--- src/verilog/gcr_pkg.sv ---
package gcr_pkg;
   // ---------------------------------------------------------------
   // Register map
   // ---------------------------------------------------------------
   localparam logic [6:0] GCR_ADDR_GLOBAL_CONFIGURATION = 7'h00; // Register address
   localparam logic [7:0] GCR_WRITE_OFFSET = 8'h80; // Added to address on writes
   localparam int GCR_CFG_WIDTH = 10; // Defined bits of the register

   // ---------------------------------------------------------------
   // Field positions
   // ---------------------------------------------------------------
   localparam int GCR_BIT_ANALOG_REF = 0; // Reference pin voltage select
   localparam int GCR_BIT_INTERNAL_SENSE = 1; // Internal sense resistors
   localparam int GCR_BIT_CHOPPER_MODE = 2; // chopper_mode_select
   localparam int GCR_BIT_SHAFT_INVERT = 3; // Direction inversion
   localparam int GCR_BIT_INDEX_OTPW = 4; // Index shows prewarning
   localparam int GCR_BIT_INDEX_STEP = 5; // Index toggles on steps
   localparam int GCR_BIT_PIN_STBY_OFF = 6; // Single-wire pin standby input off
   localparam int GCR_BIT_RES_FROM_REG = 7; // Resolution from register field
   localparam int GCR_BIT_STEP_FILTER = 8; // Step pulse filtering
   localparam int GCR_BIT_TEST_MODE = 9; // Analog test mode

   // ---------------------------------------------------------------
   // Reset values (bits 1 and 2 come from one-time-programmable memory)
   // ---------------------------------------------------------------
   localparam logic [9:0] GCR_RESET_VALUE = 10'h101;
   localparam logic [9:0] GCR_OTP_MASK = 10'h006;

   // ---------------------------------------------------------------
   // Host command state machine
   // ---------------------------------------------------------------
   typedef enum logic [1:0] {
      GCR_H_IDLE = 2'b00,
      GCR_H_WRITE = 2'b01,
      GCR_H_READ = 2'b10,
      GCR_H_WAIT = 2'b11
   } gcr_host_state_t;
endpackage

--- src/verilog/gcr_link_if.sv ---
// Register access link between host and device.
interface gcr_link_if;
   logic req; // Access request, one-cycle pulse
   logic [7:0] addr; // Address, bit 7 set marks a write
   logic [31:0] wdata; // Write data
   logic ack; // Answer pulse
   logic [31:0] rdata; // Read data, valid with ack

   modport device (input req, input addr, input wdata, output ack, output rdata);
   modport host (output req, output addr, output wdata, input ack, input rdata);
endinterface

--- src/verilog/gcr_index_sel.sv ---
// Index output selection, registered.
module gcr_index_sel (
   input wire logic sys_clk_i,
   input wire logic rst_n_i,
   input wire logic index_otpw_i, // Field: prewarning on index
   input wire logic index_step_i, // Field: step toggling on index
   input wire logic first_step_pos_i, // Sequencer at first microstep
   input wire logic otpw_flag_i, // Overtemperature prewarning
   input wire logic pulse_gen_step_i, // Internal pulse generator step
   output logic index_o
);
   // ---------------------------------------------------------------
   // Toggle and output select
   // ---------------------------------------------------------------
   logic toggle_q; // Step toggle flop
   logic toggle_d;
   logic index_q;
   logic index_d;

   // Next-value logic
   always_comb begin
      toggle_d = toggle_q ^ pulse_gen_step_i;
      if (index_step_i) begin
         index_d = toggle_d;
      end else if (index_otpw_i) begin
         index_d = otpw_flag_i;
      end else begin
         index_d = first_step_pos_i;
      end
   end

   // Registers
   always_ff @(posedge sys_clk_i) begin
      if (!rst_n_i) begin
         toggle_q <= 1'b0;
         index_q <= 1'b0;
      end else begin
         toggle_q <= toggle_d;
         index_q <= index_d;
      end
   end

   assign index_o = index_q;
endmodule

--- src/verilog/gcr_device.sv ---
module gcr_device
   import gcr_pkg::*;
(
   input wire logic sys_clk_i,
   input wire logic rst_n_i,
   gcr_link_if.device link,
   input wire logic [1:0] otp_bits_i, // OTP defaults for bits 1 and 2
   input wire logic chopper_mode_pin_i, // Chopper mode inversion pin
   input wire logic dir_i, // Direction input
   input wire logic first_step_pos_i, // Sequencer at first microstep
   input wire logic otpw_flag_i, // Overtemperature prewarning
   input wire logic pulse_gen_step_i, // Internal pulse generator step
   input wire logic pin_standby_i, // Standby request on single-wire pin
   input wire logic resolution_pin_a_i,
   input wire logic resolution_pin_b_i,
   input wire logic [1:0] mstep_field_i, // Resolution from register field
   input wire logic enable_low_pin_i, // Driver enable, active low
   input wire logic [1:0] hold_current_field_i, // Low bits of hold current field
   input wire logic [2:0] diag_sources_i, // Internal signals for diag pin
   output logic analog_ref_sel_o,
   output logic internal_sense_o,
   output logic ref_pin_ground_o,
   output logic chopper_cycle_mode_o, // Effective chopper mode
   output logic dir_eff_o,
   output logic index_o,
   output logic standby_req_o,
   output logic [1:0] resolution_o,
   output logic step_filter_en_o,
   output logic test_output_en_o,
   output logic enable_pulldown_o,
   output logic driver_enabled_o,
   output logic diag_clock_pin_o
);
   // ---------------------------------------------------------------
   // Register and bus answer state
   // ---------------------------------------------------------------
   logic [GCR_CFG_WIDTH-1:0] cfg_q; // global_configuration
   logic [GCR_CFG_WIDTH-1:0] cfg_d;
   logic ack_q;
   logic ack_d;
   logic [31:0] rdata_q;
   logic [31:0] rdata_d;
   logic otp_load_q; // One cycle after reset release
   logic otp_load_d;
   logic hit_wr; // Write to this register
   logic hit_rd; // Read of this register

   // Address decode
   // A write carries the register address with the write offset added;
   // a read carries the plain address. Any other address is still
   // answered, but nothing is stored and the read data stays zero.
   always_comb begin
      hit_wr = link.req && (link.addr == (GCR_WRITE_OFFSET | {1'b0, GCR_ADDR_GLOBAL_CONFIGURATION}));
      hit_rd = link.req && (link.addr == {1'b0, GCR_ADDR_GLOBAL_CONFIGURATION});
   end

   // Next register values
   // The two bits backed by one-time-programmable memory are loaded one
   // cycle after reset release. A host write in that same cycle wins,
   // because it is applied later in this process.
   always_comb begin
      // Hold by default, no answer unless a request came in
      cfg_d = cfg_q;
      otp_load_d = 1'b0;
      ack_d = link.req; // Every request answered next cycle
      rdata_d = 32'h0000_0000;
      // Defaults for internal sense and chopper mode
      if (otp_load_q) begin
         cfg_d[GCR_BIT_INTERNAL_SENSE] = otp_bits_i[0];
         cfg_d[GCR_BIT_CHOPPER_MODE] = otp_bits_i[1];
      end
      // Host write replaces all ten bits, bits above are dropped
      if (hit_wr) begin
         cfg_d = link.wdata[GCR_CFG_WIDTH-1:0];
      end
      // Read data, bits above the register read as zero
      if (hit_rd) begin
         rdata_d = {{(32-GCR_CFG_WIDTH){1'b0}}, cfg_q};
      end
   end

   // Registers, reset to documented values then OTP load
   // Reset is synchronous and loads constants only.
   always_ff @(posedge sys_clk_i) begin
      if (!rst_n_i) begin
         // Documented defaults, OTP-backed bits follow a cycle later
         cfg_q <= GCR_RESET_VALUE;
         otp_load_q <= 1'b1;
         ack_q <= 1'b0;
         rdata_q <= 32'h0000_0000;
      end else begin
         cfg_q <= cfg_d;
         otp_load_q <= otp_load_d;
         ack_q <= ack_d;
         rdata_q <= rdata_d;
      end
   end

   // Bus answer, straight from flip-flops
   assign link.ack = ack_q;
   assign link.rdata = rdata_q;

   // ---------------------------------------------------------------
   // Field effects
   // ---------------------------------------------------------------
   logic [12:0] out_d; // Next output values, bit 12 is the diag pin
   logic [11:0] out_q; // Registered outputs
   logic test_mode; // Test mode bit of the register

   // Decoded outputs
   // Every output is registered: a field change shows one cycle after it
   // lands in the register, a pin input one cycle after it moves.
   always_comb begin
      test_mode = cfg_q[GCR_BIT_TEST_MODE];
      out_d = '0;
      // Reference and sense resistor selection
      out_d[0] = cfg_q[GCR_BIT_ANALOG_REF];
      out_d[1] = cfg_q[GCR_BIT_INTERNAL_SENSE];
      out_d[2] = cfg_q[GCR_BIT_INTERNAL_SENSE];
      // Chopper mode, a high pin inverts the select bit
      out_d[3] = cfg_q[GCR_BIT_CHOPPER_MODE] ^ chopper_mode_pin_i;
      // Direction and standby request
      out_d[4] = dir_i ^ cfg_q[GCR_BIT_SHAFT_INVERT];
      out_d[5] = pin_standby_i && !cfg_q[GCR_BIT_PIN_STBY_OFF];
      // Microstep resolution from the register field or the pins
      if (cfg_q[GCR_BIT_RES_FROM_REG]) begin
         out_d[7:6] = mstep_field_i;
      end else begin
         out_d[7:6] = {resolution_pin_b_i, resolution_pin_a_i};
      end
      // Step pulse filter
      out_d[8] = cfg_q[GCR_BIT_STEP_FILTER];
      // Test mode: analog output on the enable pin, pull-down off,
      // driver treated as enabled
      out_d[9] = test_mode;
      out_d[10] = !test_mode;
      out_d[11] = test_mode || !enable_low_pin_i;
      // Diag pin source chosen by hold current bits in test mode
      case (hold_current_field_i)
         2'b00: out_d[12] = diag_sources_i[0];
         2'b01: out_d[12] = diag_sources_i[1];
         2'b10: out_d[12] = diag_sources_i[2];
         default: out_d[12] = 1'b0;
      endcase
      // Diag pin held low outside test mode
      out_d[12] = out_d[12] && test_mode;
   end

   logic diag_q; // Diag pin flop

   // ---------------------------------------------------------------
   // Output registers
   // ---------------------------------------------------------------
   // Reset leaves the reference pin selected and the enable pull-down on
   always_ff @(posedge sys_clk_i) begin
      if (!rst_n_i) begin
         out_q <= 12'h401;
         diag_q <= 1'b0;
      end else begin
         out_q <= out_d[11:0];
         diag_q <= out_d[12];
      end
   end

   // Top-level outputs, each straight from a flip-flop
   assign analog_ref_sel_o = out_q[0];
   assign internal_sense_o = out_q[1];
   assign ref_pin_ground_o = out_q[2];
   assign chopper_cycle_mode_o = out_q[3];
   assign dir_eff_o = out_q[4];
   assign standby_req_o = out_q[5];
   assign resolution_o = out_q[7:6];
   assign step_filter_en_o = out_q[8];
   assign test_output_en_o = out_q[9];
   assign enable_pulldown_o = out_q[10];
   assign driver_enabled_o = out_q[11];
   assign diag_clock_pin_o = diag_q;

   // ---------------------------------------------------------------
   // Index output
   // ---------------------------------------------------------------
   // Step toggling and the source select live in a helper module
   gcr_index_sel u_index (
      .sys_clk_i(sys_clk_i),
      .rst_n_i(rst_n_i),
      .index_otpw_i(cfg_q[GCR_BIT_INDEX_OTPW]),
      .index_step_i(cfg_q[GCR_BIT_INDEX_STEP]),
      .first_step_pos_i(first_step_pos_i),
      .otpw_flag_i(otpw_flag_i),
      .pulse_gen_step_i(pulse_gen_step_i),
      .index_o(index_o)
   );
endmodule

--- src/flat_wrapper.sv ---
// flat-port wrapper written by rule: the top's interface ports become plain ports
module gcr_device_flat import gcr_pkg::*;
  (sys_clk_i, rst_n_i, otp_bits_i, chopper_mode_pin_i, dir_i, first_step_pos_i, otpw_flag_i, pulse_gen_step_i, pin_standby_i, resolution_pin_a_i, resolution_pin_b_i, mstep_field_i, enable_low_pin_i, hold_current_field_i, diag_sources_i, analog_ref_sel_o, internal_sense_o, ref_pin_ground_o, chopper_cycle_mode_o, dir_eff_o, index_o, standby_req_o, resolution_o, step_filter_en_o, test_output_en_o, enable_pulldown_o, driver_enabled_o, diag_clock_pin_o, link_req, link_addr, link_wdata, link_ack, link_rdata);
  gcr_link_if link_i ();
  input wire logic sys_clk_i;
  input wire logic rst_n_i;
  input wire logic [1:0] otp_bits_i;
  input wire logic chopper_mode_pin_i;
  input wire logic dir_i;
  input wire logic first_step_pos_i;
  input wire logic otpw_flag_i;
  input wire logic pulse_gen_step_i;
  input wire logic pin_standby_i;
  input wire logic resolution_pin_a_i;
  input wire logic resolution_pin_b_i;
  input wire logic [1:0] mstep_field_i;
  input wire logic enable_low_pin_i;
  input wire logic [1:0] hold_current_field_i;
  input wire logic [2:0] diag_sources_i;
  output logic analog_ref_sel_o;
  output logic internal_sense_o;
  output logic ref_pin_ground_o;
  output logic chopper_cycle_mode_o;
  output logic dir_eff_o;
  output logic index_o;
  output logic standby_req_o;
  output logic [1:0] resolution_o;
  output logic step_filter_en_o;
  output logic test_output_en_o;
  output logic enable_pulldown_o;
  output logic driver_enabled_o;
  output logic diag_clock_pin_o;
  input wire logic [$bits(link_i.req)-1:0] link_req;
  input wire logic [$bits(link_i.addr)-1:0] link_addr;
  input wire logic [$bits(link_i.wdata)-1:0] link_wdata;
  output wire logic [$bits(link_i.ack)-1:0] link_ack;
  output wire logic [$bits(link_i.rdata)-1:0] link_rdata;
  assign link_i.req = link_req;
  assign link_i.addr = link_addr;
  assign link_i.wdata = link_wdata;
  assign link_ack = link_i.ack;
  assign link_rdata = link_i.rdata;
  gcr_device u_core (.sys_clk_i(sys_clk_i), .rst_n_i(rst_n_i), .link(link_i), .otp_bits_i(otp_bits_i), .chopper_mode_pin_i(chopper_mode_pin_i), .dir_i(dir_i), .first_step_pos_i(first_step_pos_i), .otpw_flag_i(otpw_flag_i), .pulse_gen_step_i(pulse_gen_step_i), .pin_standby_i(pin_standby_i), .resolution_pin_a_i(resolution_pin_a_i), .resolution_pin_b_i(resolution_pin_b_i), .mstep_field_i(mstep_field_i), .enable_low_pin_i(enable_low_pin_i), .hold_current_field_i(hold_current_field_i), .diag_sources_i(diag_sources_i), .analog_ref_sel_o(analog_ref_sel_o), .internal_sense_o(internal_sense_o), .ref_pin_ground_o(ref_pin_ground_o), .chopper_cycle_mode_o(chopper_cycle_mode_o), .dir_eff_o(dir_eff_o), .index_o(index_o), .standby_req_o(standby_req_o), .resolution_o(resolution_o), .step_filter_en_o(step_filter_en_o), .test_output_en_o(test_output_en_o), .enable_pulldown_o(enable_pulldown_o), .driver_enabled_o(driver_enabled_o), .diag_clock_pin_o(diag_clock_pin_o));
endmodule
--- config.mk ---
export PLATFORM = sky130hd
export DESIGN_NAME = gcr_device_flat
export DESIGN_NICKNAME = d
export VERILOG_FILES = /design/src/verilog/gcr_pkg.sv /design/src/verilog/gcr_link_if.sv /design/src/verilog/gcr_index_sel.sv /design/src/verilog/gcr_device.sv /design/src/flat_wrapper.sv
export SDC_FILE = /design/constraint.sdc
export NUM_CORES = 1
export LEC_CHECK = 0
export BUFFER_PORTS_ARGS = -buffer_cell sky130_fd_sc_hd__buf_2
export CAP_MARGIN = 25
export CORE_MARGIN = 2
export CORE_UTILIZATION = 42
export CTS_CLUSTER_SIZE = 20
export DETAILED_ROUTE_END_ITERATION = 8
export GPL_TIMING_DRIVEN = 0
export HOLD_SLACK_MARGIN = 0.02
export PLACE_DENSITY_LB_ADDON = 0.1
export REMOVE_ABC_BUFFERS = 1
export SYNTH_ARGS = -nofsm -noshare
export SYNTH_HDL_FRONTEND = slang
export SYNTH_HIERARCHICAL = 1
export SYNTH_SLANG_ARGS = --single-unit
--- constraint.sdc ---
create_clock -name sys_clk_i -period 2.5 [get_ports sys_clk_i]
set_clock_uncertainty 0.2 [all_clocks]
set_input_delay 0.375 -clock sys_clk_i [delete_from_list [all_inputs] [get_ports sys_clk_i]]
set_output_delay 0.375 -clock sys_clk_i [all_outputs]
set_load 0.01 [all_outputs]
== After elaboration in Yosys (flattened, before gate mapping) ==
Index checks and enable logic that the tools add are counted.

* Equal/unequal tests: 3
* Multiplexer cells: 7
* Bitwise gates (word level): 3
* Reduce and logical (&&, ||, !) cells: 12

{| class="wikitable"
|+ Operators with widths
! operator !! number
|-
| 8-bit equality test, second input constant || 1
|-
| 8-bit logical NOT || 1
|-
| 1-bit logical AND || 4
|-
| 2-bit two-way mux || 2
|-
| 1-bit logical NOT || 3
|-
| 1-bit two-way mux || 3
|-
| 3-bit two-way mux || 1
|-
| 1-bit one-hot mux with 3 select lines || 1
|-
| 1-bit XOR || 3
|-
| 2-bit by 1-bit equality test with 1-bit output, second input constant || 1
|-
| 2-bit equality test, second input constant || 1
|-
| 2-bit logical NOT || 1
|-
| 2-bit AND reduction || 1
|-
| 2-bit nonzero test || 1
|-
| 1-bit logical OR || 1
|}

* Flip-flop bits (word level): 59
* Bits of input ports: 61
* Output and inout port bits: 47
* Logic and storage cells: 35

== Depth between registers and ports, before layout ==
* Word-level depth: 3
* Mapped depth: 4
* Mapped depth without buffers: 3

== By module ==
Netlist, hierarchy kept.

{| class="wikitable"
|+ By module, submodules not included
! module !! instances !! cells each !! area an instance (sq um) !! sequential area each (sq um)
|-
| gcr_device || 1 || 128 || 1330.0 || 680.7
|-
| gcr_index_sel || 1 || 8 || 86.3 || 40.0
|}

== Worst setup path after synthesis ==
No wires, ideal clock.

* Path type: in2reg
* Start: input link_addr[6]
* End: register u_core.cfg_q[3]
* Setup time: 0.072 ns
* Arrival: 1.226 ns
* Required time: 2.228 ns
* Setup slack: 1.003 ns
* Stages: 4
* Buffers on the path: 1
* Cell sequence: nor4b_4 > and3_1 > buf_6 > mux2i_1

* Word-level cells in the longest chain between the ends: 2

{| class="wikitable"
|+ RTL lines
! item !! RTL line !! text
|-
| start, declared || flat_wrapper.sv:34 || <nowiki>input wire logic [$bits(link_i.addr)-1:0] link_addr;</nowiki>
|-
| 8-bit equality test || gcr_device.sv:53 || <nowiki>hit_wr = link.req && (link.addr == (GCR_WRITE_OFFSET | {1'b0, GCR_ADDR_GLOBAL_CONFIGURATION}));</nowiki>
|-
| 1-bit logical AND || gcr_device.sv:53 ||
|-
| end signal, assigned || gcr_device.sv:92 || <nowiki>cfg_q <= cfg_d;</nowiki>
|-
| end, declared || gcr_device.sv:37 || <nowiki>logic [GCR_CFG_WIDTH-1:0] cfg_q;</nowiki>
|}

No other way between the ends.
A chain may end at the register's enable or synchronous reset.

== Final worst setup path ==
* Start: input link_addr[1]
* End: register u_core.cfg_q[3]

Same word-level chain as after synthesis.

==> impl_metrics.toml <==
[synth]
ys_warn_count = 6
yosysSeqAreaShare_pct = 50.9
synth-seq-cells = 36
syn-cell-area_um2 = 1420
synth_cell_types = 28
synth_cells = 136
yosysTopAreaCell = "dfxtp_1"
synth_area_leaders = "dfxtp_1, buf_4, mux2i_1"
avgSynthCellArea_um2 = 10.4
synth.top_cell.area_share_pct = 50.9

[clock_network]
cts.clk_slew.worst_paths_ps = 110
cts_made_buffers = 5
htree_levels = 2
root_buffer = "clkbuf_4"
clk-insertion-delay-late_ps = 330
cts_tree = "built"
clock-sinks = 36
ctsResizeCount = 0
cts.path.max_buffers = 2

[pwr]
power.density_nw_per_um2 = 578
p_sw_uw = 241
p_int_uw = 765
switching_share_pct = 24.0
ir_worst_vdd_v = 0.000264
p_comb_share_pct = 9.7
clock_power_share_pct = 31.5
leakage_nw = 0.869
seqPwrFrac_pct = 58.8

[critical_path]
r2r-start = "u_core/otp_load_q"
crit_chain = "buf_2, nor4_4, and3_1, mux2i_1"
critPathCaptureType = "flip-flop"
cp-start-kind = "input port"
crit_type = "in -> reg"
max_stage_delay_ps = 550
cp_data_arrival_time_ps = 1670
worst_ep_required_time_ps = 2570
critPathMaxFanout = 10
crit_slowest_cell = "and3_1"
timing.rr.end = "u_core/cfg_q[2]"
r2r_slack_ps = 1360
r2r_cells = 3

[sta]
holdWs_ps = 40.7
rsz0062_at_grt = "false"
worstMarginPinSlew_ps = 524
fin_setup_tns_ps = 0
period_needed_ps = 1600
slew_headroom_pct = 65.1
max_freq_ghz = 0.624
slew_viol_final = 0
fin_crit_sh_pct = 64.1
setup_viol = 0
finalHoldViolations = 0

[route]
drtIter0Drc = 11
vias = 1055
post_drt_wl_per_cell_um = 10.1
wl_um = 2510
drc = 0
vias_per_cell = 4.25
dr.pass1.iters = 4
ant_nets = 0

[placed_design]
dpl_cell_area_um2 = 1670
dp_hpwl_um = 1830
gp_congestion = 0.654
io_buffers = 63

[global_route]
gr-total-overflow = 0
grtUsageMet2_pct = 23.4
grt_pass1_vias = 830
grtUsageMet1_pct = 14.0
grt_pass1_wl_um = 3640
antenna_found_initial = 0
grt_start_max_net_pins = 26
met3_usage_pct = 4.35
top_usage_layer = "met2"
track_usage_pct = 13.6

[floorplanning]
fp.coreArea_um2 = 3280
die_x_um = 62.1
placementRows = 21
io_pins = 108
die_area_um2 = 3850
die_h_um = 62.1
initial_core_util_pct = 43.1

[final_layout]
final_cell_mix = "buf_2, dfxtp_1, conb_1"
final_area_um2 = 1740
fillerInstances = 331
drive_above_1_share_pct = 36.1
synthToLayoutAreaGrowth_pct = 22.8
nNetsFinal = 262
final_common_cell = "buf_2"
final_util_pct = 53.0
n_antenna_cell = 0

[run_status]
outcome = "completed"

[worst_hold_path]
hp-start = "pin_standby_i"
hold-path-endpoint = "u_core/out_q[5]"
min_path_cells = 3
min_path_type = "in -> reg"

[job]
maxCapViolCount = 0
## how the worst max path moves through the flow
stage,start,to,slack [ps],cells after the start
2_1_floorplan,link_addr[6],u_core/cfg_q[3],870,3
3_3_place_gp,link_addr[6],u_core/cfg_q[4],540,4
3_5_place_dp,link_addr[1],u_core/cfg_q[3],520,4
4_1_cts,link_addr[1],u_core/cfg_q[3],890,4
5_1_grt,link_addr[6],u_core/cfg_q[3],770,4
6_report,link_addr[1],u_core/cfg_q[3],900,4
## cell families after synthesis
| kind of cell | share of synthesized area (%) |
|---|---|
| buf+inv | 15.5 |
| other cells | 0.265 |
| mux | 8.48 |
| flops | 50.9 |
| simple gates | 17.7 |
| xor+xnor | 1.86 |
| compound gates | 5.39 |
## registers in the layout (all words and copies together), names as in the netlist
signal and cells:
u_core/diag_clock_pin_o 1, u_core/link.ack 1, u_core/cfg_q 10, u_core/out_q 11
u_core/otp_load_q 1, u_core/u_index/toggle_q 1, u_core/link.rdata 10, u_core/u_index/index_o 1
## synthesized netlist by cell type (all sizes together)
cell     count
a21oi        1
xnor2        2
o2bb2ai      1
clkbuf       1
nand2       13
buf         26
a31o         2
nand4        1
xor2         1
nand3b       1
inv          4
and3         1
nor2         7
a31oi        2
o21a         1
nor4b        1
a311oi       2
and2        14
dfxtp       36
conb         1
and4b        1
o211ai       1
nand2b       2
mux2i       12
nor4         1
clkinv       1
## power groups by stage
stage	registers, mW	logic (mW)	clock network (mW)
after global routing	0.593	0.110	0.360
after floorplan	0.610	0.0399	0
final	0.591	0.0980	0.317
after CTS	0.591	0.0987	0.330
after global placement	0.604	0.0954	0
after detailed placement	0.605	0.0972	0
## area by class of cell
type	count	area [µm²]	share of cell area, %
clock buffer	6	51.3	2.95
clock inverter	2	10.0	0.576
inverter	5	18.8	1.08
multi-input combinational	89	556	31.9
sequential	36	721	41.4
tap	46	57.6	3.31
timing repair buffer	64	325	18.7
## worst max-delay path: cells and delay by family
| family | cells | cell delay [ps] |
|---|---|---|
| AND/OR/NAND/NOR | 2 | 940 |
| multiplexers | 1 | 250 |
| buffers and inverters | 1 | 110 |
## repair_timing
action	CTS	global route
setup buffers	0	0
endpoints found under the hold margin	1	0
hold buffers	1	0
## stage by stage
stage                     instances  total power [mW]  setup slack (ps)
final                           248              1.01               897
after global routing            248              1.06               769
after CTS                       248              1.02               888
after detailed placement        239             0.702               523
after global placement          239             0.700               540
after floorplan                 130             0.650               867
## metal layers
| metal | part of all wire (%) | vias up |
|---|---|---|
| met2 | 51 | 57 |
| met4 | 1.9 | 0 |
| li1 | - | 527 |
| met5 | 0 | - |
| met3 | 8.8 | 7 |
| met1 | 38 | 464 |
(Power assumes the default switching activity.)
